--- config.mk ---
export PLATFORM = sky130hd
export DESIGN_NAME = dac_write_host
export DESIGN_NICKNAME = d
export VERILOG_FILES = /design/src/design/dac_link_pkg.sv /design/src/design/cmd_skid_buf.sv /design/src/design/dac_write_host.sv
export VERILOG_INCLUDE_DIRS = /design/src /design/src/design
export SDC_FILE = /design/constraint.sdc
export NUM_CORES = 1
export LEC_CHECK = 0
export ABC_CLOCK_PERIOD_IN_PS = 2300
export BUFFER_PORTS_ARGS = -buffer_cell sky130_fd_sc_hd__buf_2
export CAP_MARGIN = 15
export CORE_UTILIZATION = 25
export CTS_CLUSTER_DIAMETER = 200
export DETAILED_ROUTE_END_ITERATION = 7
export PLACE_DENSITY = 0.45
export SYNTH_ARGS = -nofsm -noshare
export SYNTH_HDL_FRONTEND = slang
export SYNTH_SLANG_ARGS = --single-unit
export TNS_END_PERCENT = 20
--- constraint.sdc ---
create_clock -name sys_clk -period 2.3 [get_ports sys_clk]
set_input_delay 0.345 -clock sys_clk [delete_from_list [all_inputs] [get_ports sys_clk]]
set_output_delay 0.345 -clock sys_clk [all_outputs]
set_load 0.05 [all_outputs]
--- src/design/dac_link_map.svh ---
// Constants for the serial converter write host
`ifndef DAC_LINK_MAP_SVH
`define DAC_LINK_MAP_SVH
`define WORD_BITS      19
`define CHAN_BITS      5
`define CODE_BITS      14
`define BYTE_BITS      8
`define BYTES_PER_WORD 3
`define PAD_BITS       5
`define CLK_HALF_CYC   4
`define GAP_NS         280
`define SYS_PERIOD_NS  100
`define GAP_CYC        ((`GAP_NS + `SYS_PERIOD_NS - 1) / `SYS_PERIOD_NS)
`endif

--- src/design/dac_link_pkg.sv ---
// Types for the serial converter write host
package dac_link_pkg;
  typedef struct packed {
    logic [4:0]  channel_select_field;
    logic [13:0] channel_code_field;
  } command_t;

  typedef struct packed {
    logic sclk;
    logic din;
    logic frame_b;
  } link_pins_t;
endpackage : dac_link_pkg

--- src/design/cmd_skid_buf.sv ---
// Two-entry command buffer with valid and ready on both sides
`timescale 1ns/1ps
module cmd_skid_buf (
  input  wire logic                   sys_clk,
  input  wire logic                   rst_b,
  input  wire dac_link_pkg::command_t in_data,
  input  wire logic                   in_valid,
  output logic                        in_ready,
  output dac_link_pkg::command_t      out_data,
  output logic                        out_valid,
  input  wire logic                   out_ready
);
  dac_link_pkg::command_t mem [0:1];
  dac_link_pkg::command_t next_mem [0:1];
  logic [1:0] count;
  logic [1:0] next_count;
  logic       rd_ptr;
  logic       next_rd_ptr;
  logic       push;
  logic       pop;
  logic       next_in_ready;

  assign out_valid = (count != 2'h0);
  assign out_data  = mem[rd_ptr];
  assign push      = in_valid && in_ready;
  assign pop       = out_valid && out_ready;

  always_comb begin
    next_mem[0] = mem[0];
    next_mem[1] = mem[1];
    next_count  = count;
    next_rd_ptr = rd_ptr;
    if (push) begin
      next_mem[rd_ptr ^ count[0]] = in_data;
    end
    if (pop) begin
      next_rd_ptr = ~rd_ptr;
    end
    if (push && !pop) begin
      next_count = count + 2'h1;
    end else if (pop && !push) begin
      next_count = count - 2'h1;
    end
    // Ready leaves a flop so the port is glitch free
    next_in_ready = (next_count != 2'h2);
  end

  always_ff @(posedge sys_clk) begin
    if (!rst_b) begin
      count    <= 2'h0;
      rd_ptr   <= 1'b0;
      in_ready <= 1'b1;
      mem[0]   <= '0;
      mem[1]   <= '0;
    end else begin
      in_ready <= next_in_ready;
      count  <= next_count;
      rd_ptr <= next_rd_ptr;
      mem[0] <= next_mem[0];
      mem[1] <= next_mem[1];
    end
  end
endmodule : cmd_skid_buf

--- src/design/dac_write_host.sv ---
// Host that writes 19-bit channel commands to the serial converter port
//
// Function
// - The host is clock master and its shift clock idles low.
// - A word goes out as three back-to-back byte transfers.
// - Bits are sent most significant first.
// - The word is left-justified: 19 valid bits first, padding after.
// - The frame line is driven low before the first clock of a word.
// - Between words the frame line returns high and then goes low again.
// - The shift clock is synchronous with the data it carries.
// - Clock sense is such that data is stable at the falling edge.
// - A least-significant-first port would reverse bits; this one is not.
// - The frame line is a separate port output pulsed per word.
// - A word is a 5-bit channel select then a 14-bit code.
`timescale 1ns/1ps
`include "dac_link_map.svh"
module dac_write_host (
  input  wire logic                   sys_clk,
  input  wire logic                   rst_b,
  input  wire dac_link_pkg::command_t cmd_data,
  input  wire logic                   cmd_valid,
  output logic                        cmd_ready,
  output logic                        sclk,
  output logic                        din,
  output logic                        host_frame_port_pin,
  output logic                        busy
);
  typedef enum logic [2:0] {IDLE, SETUP, LOW, HIGH, GAP, DONE} state_t;

  // Sequencer state
  state_t      state;
  state_t      next_state;
  logic [23:0] shreg;
  logic [23:0] next_shreg;
  logic [2:0]  bit_cnt;
  logic [2:0]  next_bit_cnt;
  logic [1:0]  byte_cnt;
  logic [1:0]  next_byte_cnt;
  logic [2:0]  tick;
  logic [2:0]  next_tick;

  // Pin state
  logic        next_sclk;
  logic        next_din;
  logic        next_frame;
  logic        next_busy;

  // Events handed from the sequencer to the pin group; all but in_gap and half_done last one cycle
  logic        start_word;
  logic        half_done;
  logic        rise_now;
  logic        fall_now;
  logic        last_fall;
  logic        in_gap;
  logic        gap_done;

  dac_link_pkg::command_t buf_data;
  logic                   buf_valid;
  logic                   buf_take;

  cmd_skid_buf u_buf (
    .sys_clk   (sys_clk),
    .rst_b     (rst_b),
    .in_data   (cmd_data),
    .in_valid  (cmd_valid),
    .in_ready  (cmd_ready),
    .out_data  (buf_data),
    .out_valid (buf_valid),
    .out_ready (buf_take)
  );

  // The buffer is drained only between words
  assign buf_take   = (state == IDLE);
  assign start_word = (state == IDLE) && buf_valid;
  assign half_done  = (tick == 3'(`CLK_HALF_CYC - 1));
  assign rise_now   = (state == LOW) && half_done;
  assign fall_now   = (state == HIGH) && half_done;
  assign last_fall  = fall_now && (bit_cnt == 3'(`BYTE_BITS - 1)) &&
                      (byte_cnt == 2'(`BYTES_PER_WORD - 1));
  assign in_gap     = (state == GAP);
  assign gap_done   = in_gap && (tick == 3'(`GAP_CYC - 1));

  // Sequencer: bit timing, bit and byte counts, shift register
  always_comb begin
    next_state    = state;
    next_shreg    = shreg;
    next_bit_cnt  = bit_cnt;
    next_byte_cnt = byte_cnt;
    next_tick     = tick;
    unique case (state)
      IDLE: begin
        if (start_word) begin
          // Word left-justified in three bytes, pad at the tail
          next_shreg    = {buf_data, {`PAD_BITS{1'b0}}};
          next_tick     = 3'h0;
          next_bit_cnt  = 3'h0;
          next_byte_cnt = 2'h0;
          next_state    = SETUP;
        end
      end
      SETUP: begin
        next_tick  = 3'h0;
        next_state = LOW;
      end
      LOW: begin
        next_tick = tick + 3'h1;
        if (rise_now) begin
          next_tick  = 3'h0;
          next_state = HIGH;
        end
      end
      HIGH: begin
        next_tick = tick + 3'h1;
        if (fall_now) begin
          // Bit just captured by the device, move the next one up
          next_tick    = 3'h0;
          next_shreg   = {shreg[22:0], 1'b0};
          next_bit_cnt = bit_cnt + 3'h1;
          next_state   = LOW;
          if (bit_cnt == 3'(`BYTE_BITS - 1)) begin
            next_bit_cnt  = 3'h0;
            next_byte_cnt = byte_cnt + 2'h1;
          end
          if (last_fall) begin
            next_state = GAP;
          end
        end
      end
      GAP: begin
        next_tick = tick + 3'h1;
        if (gap_done) begin
          next_state = DONE;
        end
      end
      DONE: begin
        next_state = IDLE;
      end
      default: begin
        next_state = IDLE;
      end
    endcase
  end

  always_ff @(posedge sys_clk) begin
    if (!rst_b) begin
      state    <= IDLE;
      shreg    <= 24'h000000;
      bit_cnt  <= 3'h0;
      byte_cnt <= 2'h0;
      tick     <= 3'h0;
    end else begin
      state    <= next_state;
      shreg    <= next_shreg;
      bit_cnt  <= next_bit_cnt;
      byte_cnt <= next_byte_cnt;
      tick     <= next_tick;
    end
  end

  // Pin group: from the first rise to the last fall, data moves only with the rising clock edge, so it stays
  // steady across the falling edge at which the device captures it
  always_comb begin
    next_sclk  = sclk;
    next_din   = din;
    next_frame = host_frame_port_pin;
    next_busy  = busy;
    if (start_word) begin
      next_frame = 1'b0;
      next_busy  = 1'b1;
    end
    if (state == SETUP) begin
      // First bit set up a full half period before the first rise
      next_din = shreg[23];
    end
    if (rise_now) begin
      next_sclk = 1'b1;
      next_din  = shreg[23];
    end
    if (fall_now) begin
      next_sclk = 1'b0;
    end
    if (in_gap) begin
      // Frame high with the clock parked low before the next word
      next_frame = 1'b1;
      next_din   = 1'b0;
    end
    if (state == IDLE) begin
      next_sclk = 1'b0;
    end
    if (state == DONE) begin
      next_busy = 1'b0;
    end
  end

  always_ff @(posedge sys_clk) begin
    if (!rst_b) begin
      sclk                <= 1'b0;
      din                 <= 1'b0;
      host_frame_port_pin <= 1'b1;
      busy                <= 1'b0;
    end else begin
      sclk                <= next_sclk;
      din                 <= next_din;
      host_frame_port_pin <= next_frame;
      busy                <= next_busy;
    end
  end
endmodule : dac_write_host

==> results of run 1 <==
Yosys cell counts, drive strengths merged, types with 2 or more instances:
| master | instances |
|---|---|
| nor2b | 2 |
| a31oi | 2 |
| mux2 | 19 |
| inv | 6 |
| o21ai | 44 |
| nand3 | 47 |
| nor4 | 2 |
| nor3 | 6 |
| nor2 | 5 |
| nand2 | 9 |
| a21oi | 50 |
| nor3b | 3 |
| nand4b | 2 |
| clkbuf | 15 |
| ha | 7 |
| o2bb2ai | 18 |
| a211oi | 4 |
| o211ai | 4 |
| dfxtp | 77 |
| buf | 23 |
| mux2i | 20 |
| xor2 | 2 |
| o21bai | 4 |
| xnor2 | 3 |
| nand3b | 2 |
worst reg2reg max path, cell delays in order, from the launching register on:
cell	delay, ns
dfxtp_1	0.46
inv_1	0.10
ha_1	0.29
or3_4	0.37
a211o_1	0.57
o2bb2ai_1	0.28
area by class of cell:
cell class                      count  area [sq um]  area share, %
Clock buffer                        9         225.2          5.193
Clock inverter                      6         158.9          3.664
Inverter                            6         22.52         0.5193
Multi-Input combinational cell    271          1911          44.06
Sequential cell                    77          1541          35.55
Tap cell                          180         225.2          5.193
Timing Repair Buffer               39         252.7          5.828
cell usage in the layout, fill, tap and decap left out, drive strengths merged, types with 2 or more instances in the layout:
master / count
nor4: 2
nand4b: 2
dfxtp: 77
nor2: 5
o21bai: 4
o21ai: 44
bufinv: 5
nand3: 47
buf: 39
a31oi: 2
o2bb2ai: 18
nand3b: 2
mux2i: 20
a21oi: 50
xnor2: 3
nand2: 9
ha: 7
xor2: 2
o211ai: 4
nor3: 6
clkbuf: 9
nor3b: 3
nor2b: 2
mux2: 19
inv: 6
a211oi: 4
sequential cells by signal (all words and copies together) (netlist names), named ones only:
| register | flops |
|---|---|
| u_buf.count | 2 |
| din | 1 |
| busy | 1 |
| tick | 3 |
| bit_cnt | 3 |
| shreg | 19 |
| byte_cnt | 2 |
| host_frame_port_pin | 1 |
| u_buf.rd_ptr | 1 |
| u_buf.mem | 38 |
| state | 3 |
| u_buf.in_ready | 1 |
| sclk | 1 |
report_power, final:
part | leakage [uW] | switching (uW) | internal [uW] | total (uW)
Combinational | 0.000849 | 1170 | 687 | 1860
Sequential | 0.000627 | 201 | 1600 | 1800
Clock | 0.000186 | 564 | 1280 | 1840
Total | 0.00166 | 1940 | 3560 | 5500
logic make-up (layout without fill, tap and decap cells):
kind of cell	after synthesis	in the layout	share of synthesized area (%)
AO/OA/AOI/OAI	131	131	22.95
adder cells (fa/ha/maj)	8	8	2.672
AND/OR/NAND/NOR	88	88	13.74
buffers and inverters	44	60	5.892
multiplexers	39	39	11.34
XOR/XNOR	5	5	1.199
flip-flops	77	77	42.21
metrics by stage:
step / util (%) / hold WS, ns / cell area (sq um) / total power, uW / cells
finish: 30.88 / 0.2526 / 4337 / 5500 / 588
CTS: 30.88 / 0.2479 / 4337 / 5574 / 588
detailed placement: 28.15 / 0.4506 / 3953 / 3722 / 573
global route: 30.88 / 0.2490 / 4337 / 5857 / 588
global placement: 28.15 / 0.4456 / 3953 / 3677 / 573
floorplan: - / 0.4168 / 3652 / 3263 / 392
metal layers:
metal	GRT usage (%)	vias to the layer above	wire, um
met5	0	-	0
met4	3.735	0	90
met3	3.578	8	306
met2	20.22	39	4037
met1	15.82	1415	4336
li1	-	1461	-
path summary, 6_finish.rpt:
path / end / slack [ns] / from
worst max-delay path: shreg[10] / 0.15 / u_buf.count[0]
worst min-delay path: host_frame_port_pin / 0.25 / rst_b
worst max register to register: shreg[10] / 0.15 / u_buf.count[0]
worst min register to register: shreg[6] / 0.46 / shreg[6]
==> results.toml, run 1 <==
[run_status]
status = "completed"

[clock_network]
clockBufferDepth = 2
cts-buffers-inserted = 9
post_cts_resized = 0
cts_tree = "done"
insertion_delay_ns = 0.34
postCtsSetupRepairBufs = 0
cts-root-buf = "clkbuf_16"
h-tree-depth = 3
clk_pin_slew_ns = 0.06
ctsHoldBuffers = 0
cts_sinks = 77

[critical_path]
cp.arrival_ns = 2.40
crit_path_end_kind = "flip-flop"
cp_slowest_cell = "a211o_1"
ff2ff_path_depth = 5
crit_family = "compound AO/OA/AOI/OAI gates"
crit_cells = 5
startpoint_type = "flip-flop"
crit_chain = "inv_1 > ha_1 > or3_4 > a211o_1 > o2bb2ai_1"
crit_path_max_fanout = 18
criticalPathCategory = "flip-flop to flip-flop"
path_buf_inv = 1
cp_slowest_stage_delay_ns = 0.57
crit_required_ns = 2.55

[power]
p_leak_uw = 0.001663
p_per_area_nw_per_um2 = 1268
vdd_drop_max_uv = 475.4

[timing]
skew_ns = 0.006998
worst_pin_slew_ns = 0.9162
drv_slew = 0
max_slew_margin_pct = 38.72
finalSetupViolations = 0
max_freq_mhz = 465.1
fin_setup_tns_ns = 0
rsz0062_at_grt = "no"
finalCritPeriodShare_pct = 93.48
hold_violations = 0
worst_slack_ns = 0.1500
finalCriticalPeriod_ns = 2.150

[grt]
antenna_found_initial = 0
grt_max_degree = 40
grt_pass1_wl_mm = 14.32
overflow = 0
grt_pass1_vias = 2861
track_usage_pct = 12.44

[routing]
ant_nets = 0
routed_wl_mm = 8.770
route.vias.total = 2923
drt_first_pass_iters = 4
drt_iter0_markers = 240
via_per_inst = 4.971
routedWlPerCell_um = 14.91
remaining_drc_errors = 0

[synthesis]
ys_ff_latch = 77
synth_edf_count = 0
syn-num-nets = 421
ys.flop_type = "dfxtp_1"
synth_top_area_share_pct = 42.21
synth_area_leaders = "dfxtp_1 42%, a21oi_1 6.9%, nand3_1 6.4%"
async_flop_share_pct = 0
yosysWarnings = 0
yosysTopAreaCell = "dfxtp_1"
synthesis.instances = 392
yosysSeqAreaShare_pct = 42.21
syn_area_sq_um = 3652
syn_area_per_cell_sq_um = 9.317
ys_types = 48

[floorplanning]
coreArea_sq_um = 14040
ios = 27
die_area_sq_um = 15100
rows = 43
die_h_um = 122.9
initial_utilization_pct = 26.01
die_w_um = 122.9

[layout]
antenna_cells = 0
area_growth_pct = 18.74
fill_cells = 1439
post_route_cells_drive_above_1_share_pct = 21.57
fin_nets = 433

[worst_hold_path]
hp-class = "primary input to flip-flop"
hold_path_depth = 2

[placed_design]
dpl.hpwl_mm = 5.720
placement.io_buffers = 26
gp_congestion = 0.7390
pre_cts_ws_ns = 0.1871

[run]
drv_cap = 0
Power figures use the tool's default switching activity.
==> inputs of run 2 (changes only) <==
ABC_CLOCK_PERIOD_IN_PS = 2000   (was 2300)
RECOVER_POWER = 25   (was default)
clock period = 2 ns   (was 2.3 ns; I/O delays follow)
==> run 2 against run 1 <==
First-iteration DRC count is 37% lower; clock power is 11% lower; power is 6.5% higher; via count is 0.96% higher; critical path depth is 1 higher; combinational power is 17% higher; clock skew is 0.00094 ns higher; critical path type unchanged; largest cell class unchanged; largest power group unchanged.
==> results.toml, run 2 (synthesis results as in run 1) <==
[run_status]
status = "completed"

[run]
drv_cap = 0

[timing]
max_freq_mhz = 568.9
worst_pin_slew_ns = 0.8093
max_slew_margin_pct = 46.04
hold_violations = 0
fin_setup_tns_ns = 0
finalCritPeriodShare_pct = 87.89
finalCriticalPeriod_ns = 1.758
rsz0062_at_grt = "no"
drv_slew = 0
skew_ns = 0.007940
finalSetupViolations = 0

[critical_path]
ff2ff_path_depth = 6
cp.arrival_ns = 2.02
crit_end = "shreg[11]"
startpoint_type = "flip-flop"
startpoint = "u_buf.count[1]"
rrSetupSlack_ns = 0.24
crit_path_end_kind = "flip-flop"
r2r-end = "shreg[11]"
crit_required_ns = 2.27
rr_startpoint = "u_buf.count[1]"
crit_path_max_fanout = 18
criticalPathCategory = "flip-flop to flip-flop"

[layout]
regArea_sq_um = 1541
final_cell_mix = "77 x dfxtp_1, 50 x a21oi_1, 47 x nand3_1, 44 x o21ai_0, 21 x buf_2"
fill_cells = 1482
largest_reg_flops = 38
largestRegisters = "u_buf.mem: 38 flops, shreg: 19 flops"
area_growth_pct = 16.62
antenna_cells = 0
multi_input_area_sq_um = 1906
post_route_cells_drive_above_1_share_pct = 20.77
fin_nets = 438
layout_commonest_cell = "dfxtp_1"
design_area_sq_um = 4259
max_flop_register = "u_buf.mem"

[grt]
antenna_found_initial = 0
overflow = 0
grt_max_degree = 39
track_usage_pct = 12.58
grt_pass1_wl_mm = 14.61
grt_pass1_vias = 2947

[placed_design]
placed_area_sq_um = 3978
placement.io_buffers = 26
dpl.hpwl_mm = 5.657
gp_congestion = 0.7199

[floorplanning]
coreArea_sq_um = 14040
initial_utilization_pct = 26.01
rows = 43
die_h_um = 122.9
die_w_um = 122.9
die_area_sq_um = 15100
ios = 27

[clock_network]
cts_tree = "done"
cts-root-buf = "clkbuf_16"
cts_sinks = 77
insertion_delay_ns = 0.34
ctsHoldBuffers = 0
cts-buffers-inserted = 9
clk_pin_slew_ns = 0.06
postCtsSetupRepairBufs = 0
clockBufferDepth = 2
h-tree-depth = 3
post_cts_resized = 0

[worst_hold_path]
min_from = "rst_b"
hold_path_depth = 2
hp-class = "primary input to flip-flop"

[power]
p_per_area_nw_per_um2 = 1376
switching_power_uw = 2261
switching_share_pct = 38.59
clkPwrFrac_pct = 28.0
vdd_drop_max_uv = 793.3
p_leak_uw = 0.001612
pwr-share-seq_pct = 34.9
combPwrFrac_pct = 37.2
p_int_uw = 3599

[routing]
ant_nets = 0
remaining_drc_errors = 0
drt_first_pass_iters = 4
routedWlPerCell_um = 14.56
via_per_inst = 4.968
routed_wl_mm = 8.646
drt_iter0_markers = 151
route.vias.total = 2951
-- run 2: cell count changes in the layout (fill, tap and decap cells not counted), sizes merged --
cell,change
clkbuf,+8
inv,+1
buf,-2
bufinv,-4
clkinvlp,+3
-- run 2: how the worst min path moves through the flow --
stage / to / slack (ns)
global placement: shreg[9] / 0.45
finish: host_frame_port_pin / 0.19
global route: host_frame_port_pin / 0.20
detailed placement: shreg[11] / 0.45
CTS: host_frame_port_pin / 0.19
floorplan: host_frame_port_pin / 0.37
-- run 2: critical path, stage by stage, from the launching register on --
cell       delay (ns)
dfxtp_1          0.32
inv_1            0.07
ha_1             0.25
or3_1            0.40
a211o_1          0.28
buf_4            0.21
o2bb2ai_1        0.15
-- run 2: through the flow --
stage               cells  total power, uW  util [%]  hold slack, ns  worst slack, ns
CTS                   594             5988     30.46          0.1873           0.2693
finish                594             5860     30.33          0.1946           0.2423
detailed placement    578             4318     28.33          0.4494           0.2892
global route          594             6286     30.33          0.1978           0.1140
global placement      578             4272     28.33          0.4455           0.3301
floorplan             392             3752         -          0.3718           0.2512
-- run 2: final cells by class --
type	count	share of cell area [%]
Inverter	6	0.5288
Tap cell	180	5.288
Sequential cell	77	36.19
Clock buffer	10	5.376
Multi-Input combinational cell	271	44.74
Clock inverter	6	1.645
Timing Repair Buffer	44	6.228
-- run 2: power by group through the flow --
stage | clock network, uW | logic (uW) | registers [uW]
2_1_floorplan | 0 | 1650 | 2100
3_3_place_gp | 0 | 2210 | 2060
3_5_place_dp | 0 | 2250 | 2070
4_1_cts | 1700 | 2250 | 2040
5_1_grt | 1770 | 2430 | 2090
6_report | 1640 | 2180 | 2040
-- run 2: per-layer routing --
metal | wire (um) | up-vias | global-route usage, % | share of wire (%)
met4 | 100 | 0 | 4.116 | 1.2
met2 | 3950 | 46 | 19.80 | 46
li1 | - | 1468 | - | -
met5 | 0 | - | 0 | 0
met1 | 4256 | 1429 | 16.52 | 49
met3 | 339 | 8 | 3.439 | 3.9
==> inputs of run 3 (changes only) <==
ABC_CLOCK_PERIOD_IN_PS = 1600   (was 2000)
PLACE_DENSITY = 0.46   (was 0.45)
clock period = 1.6 ns   (was 2 ns; I/O delays follow)
==> run 3 against run 2 <==
The flow now finishes with violations (negative setup slack); critical endpoint unchanged; via count increased by 1.9%; clock power increased by 29%; clock skew increased by 0.00053 ns; power increased by 36%; first-iteration DRC count increased by 13%; utilization increased by 2.2 points; sequential share of layout area decreased by 2.3 points; cell area increased by 7.3%; non-clock buffer count increased by 9; largest power group unchanged; critical path depth unchanged; critical path type unchanged.
==> results.toml, run 3 (synthesis results as in run 1) <==
[placed_design]
placement.io_buffers = 26
gp_congestion = 0.6963
dpl.hpwl_mm = 5.632
pre_cts_ws_ns = 0.005063

[timing]
finalCritPeriodShare_pct = 101.1
worst_pin_slew_ns = 0.7043
rsz0062_at_grt = "yes"
finalCriticalPeriod_ns = 1.618
max_freq_mhz = 618.1
drv_slew = 0
hold_violations = 0
worst_slack_ns = -0.01781
max_slew_margin_pct = 53.05
skew_ns = 0.008473
finalSetupViolations = 7
fin_hold_ws_ns = 0.1391

[critical_path]
rrSetupSlack_ns = -0.02
crit_family = "compound AO/OA/AOI/OAI gates"
crit_path_end_kind = "flip-flop"
rr_startpoint = "u_buf.count[1]"
ff2ff_path_depth = 6
crit_chain = "inv_2 > ha_4 > or3_4 > a211o_4 > clkbuf_16 > o2bb2ai_2"
cp.arrival_ns = 1.89
crit_path_max_fanout = 9
r2r-end = "shreg[11]"
cp_slowest_cell = "a211o_4"
startpoint_type = "flip-flop"
crit_cells = 6
path_buf_inv = 2
crit_required_ns = 1.88
cp_slowest_stage_delay_ns = 0.38
criticalPathCategory = "flip-flop to flip-flop"

[routing]
routedWlPerCell_um = 14.49
route.vias.total = 3006
routed_wl_mm = 8.738
drt_first_pass_iters = 4
remaining_drc_errors = 0
drt_iter0_markers = 171
ant_nets = 0
via_per_inst = 4.985

[power]
p_leak_uw = 0.001752
p_int_uw = 4985
pwr-share-seq_pct = 32.2
clkPwrFrac_pct = 26.4
vdd_drop_max_uv = 856.4
switching_power_uw = 3013
combPwrFrac_pct = 41.4
switching_share_pct = 37.67
p_per_area_nw_per_um2 = 1750

[layout]
max_flop_register = "u_buf.mem"
largestRegisters = "u_buf.mem: 38 flops, shreg: 19 flops"
area_growth_pct = 25.11
antenna_cells = 0
layout_commonest_cell = "dfxtp_1"
post_route_cells_drive_above_1_share_pct = 28.61
largest_reg_flops = 38
fill_cells = 1428
fin_nets = 447
final_cell_mix = "72 x dfxtp_1, 50 x a21oi_1, 47 x nand3_1, 44 x o21ai_0, 22 x buf_2"

[floorplanning]
initial_utilization_pct = 26.01
die_h_um = 122.9
die_area_sq_um = 15100
die_w_um = 122.9
rows = 43
ios = 27
coreArea_sq_um = 14040

[grt]
overflow = 0
antenna_found_initial = 0
grt_pass1_wl_mm = 14.15
grt_max_degree = 39
grt_pass1_vias = 2847
track_usage_pct = 12.26

[worst_hold_path]
hold_end = "host_frame_port_pin"
hold_path_depth = 2
hp-class = "primary input to flip-flop"
min_from = "rst_b"

[clock_network]
cts_tree = "done"
cts-root-buf = "clkbuf_16"
clk_pin_slew_ns = 0.06
cts-buffers-inserted = 9
h-tree-depth = 3
clockBufferDepth = 2
insertion_delay_ns = 0.35
cts_sinks = 77

[run_status]
failed_checks = "negative setup slack"
status = "complete, but fails checks"

[run]
drv_cap = 0
[run 3: area by class of cell]
type	instances	area, sq um	area share [%]
inverters	6	22.52	0.4929
flip-flops and latches	77	1550	33.93
repair buffers	53	442.9	9.693
clock inverters	7	81.33	1.780
well taps	180	225.2	4.929
multi-input cells	271	2022	44.25
clock buffers	9	225.2	4.929
[run 3: timing repair]
| action | 4_1_cts | 5_1_grt |
|---|---|---|
| pin swaps | 0 | 2 |
| resized for setup | 2 | 12 |
| setup endpoints to repair | 2 | 21 |
| buffers inserted | 0 | 2 |
| cloned | 0 | 1 |
| hold buffers | 0 | 0 |
[run 3: layer usage]
layer / part of all wire, % / GRT usage (%)
met1: 48 / 15.51
met2: 47 / 19.35
met3: 4.0 / 4.043
met4: 1.4 / 4.345
met5: 0 / 0
[run 3: how the worst max path moves through the flow]
stage | startpoint | end | slack, ns
floorplan | tick[1] | shreg[14] | -0.009
global placement | u_buf.count[1] | shreg[11] | 0.07
detailed placement | u_buf.count[1] | shreg[11] | 0.005
CTS | u_buf.count[1] | shreg[23] | 0.01
global route | u_buf.count[1] | shreg[11] | -0.06
finish | u_buf.count[1] | shreg[11] | -0.02
[run 3: power by group through the flow]
stage | logic (uW) | registers [uW] | clock network, uW
2_1_floorplan | 2110 | 2640 | 0
3_3_place_gp | 3110 | 2580 | 0
3_5_place_dp | 3150 | 2600 | 0
4_1_cts | 3170 | 2560 | 2180
5_1_grt | 3610 | 2610 | 2260
6_report | 3310 | 2570 | 2110
[run 3: stage by stage]
step	setup TNS (ns)	cell area (sq um)	total power (uW)	instances	util, %
6_report	-0.04754	4569	7997	603	32.54
3_5_place_dp	0	4143	5747	584	29.50
3_3_place_gp	0	4143	5685	584	29.50
2_1_floorplan	-0.03633	3707	4747	392	-
4_1_cts	0	4462	7917	600	31.77
5_1_grt	-1.112	4569	8487	603	32.54
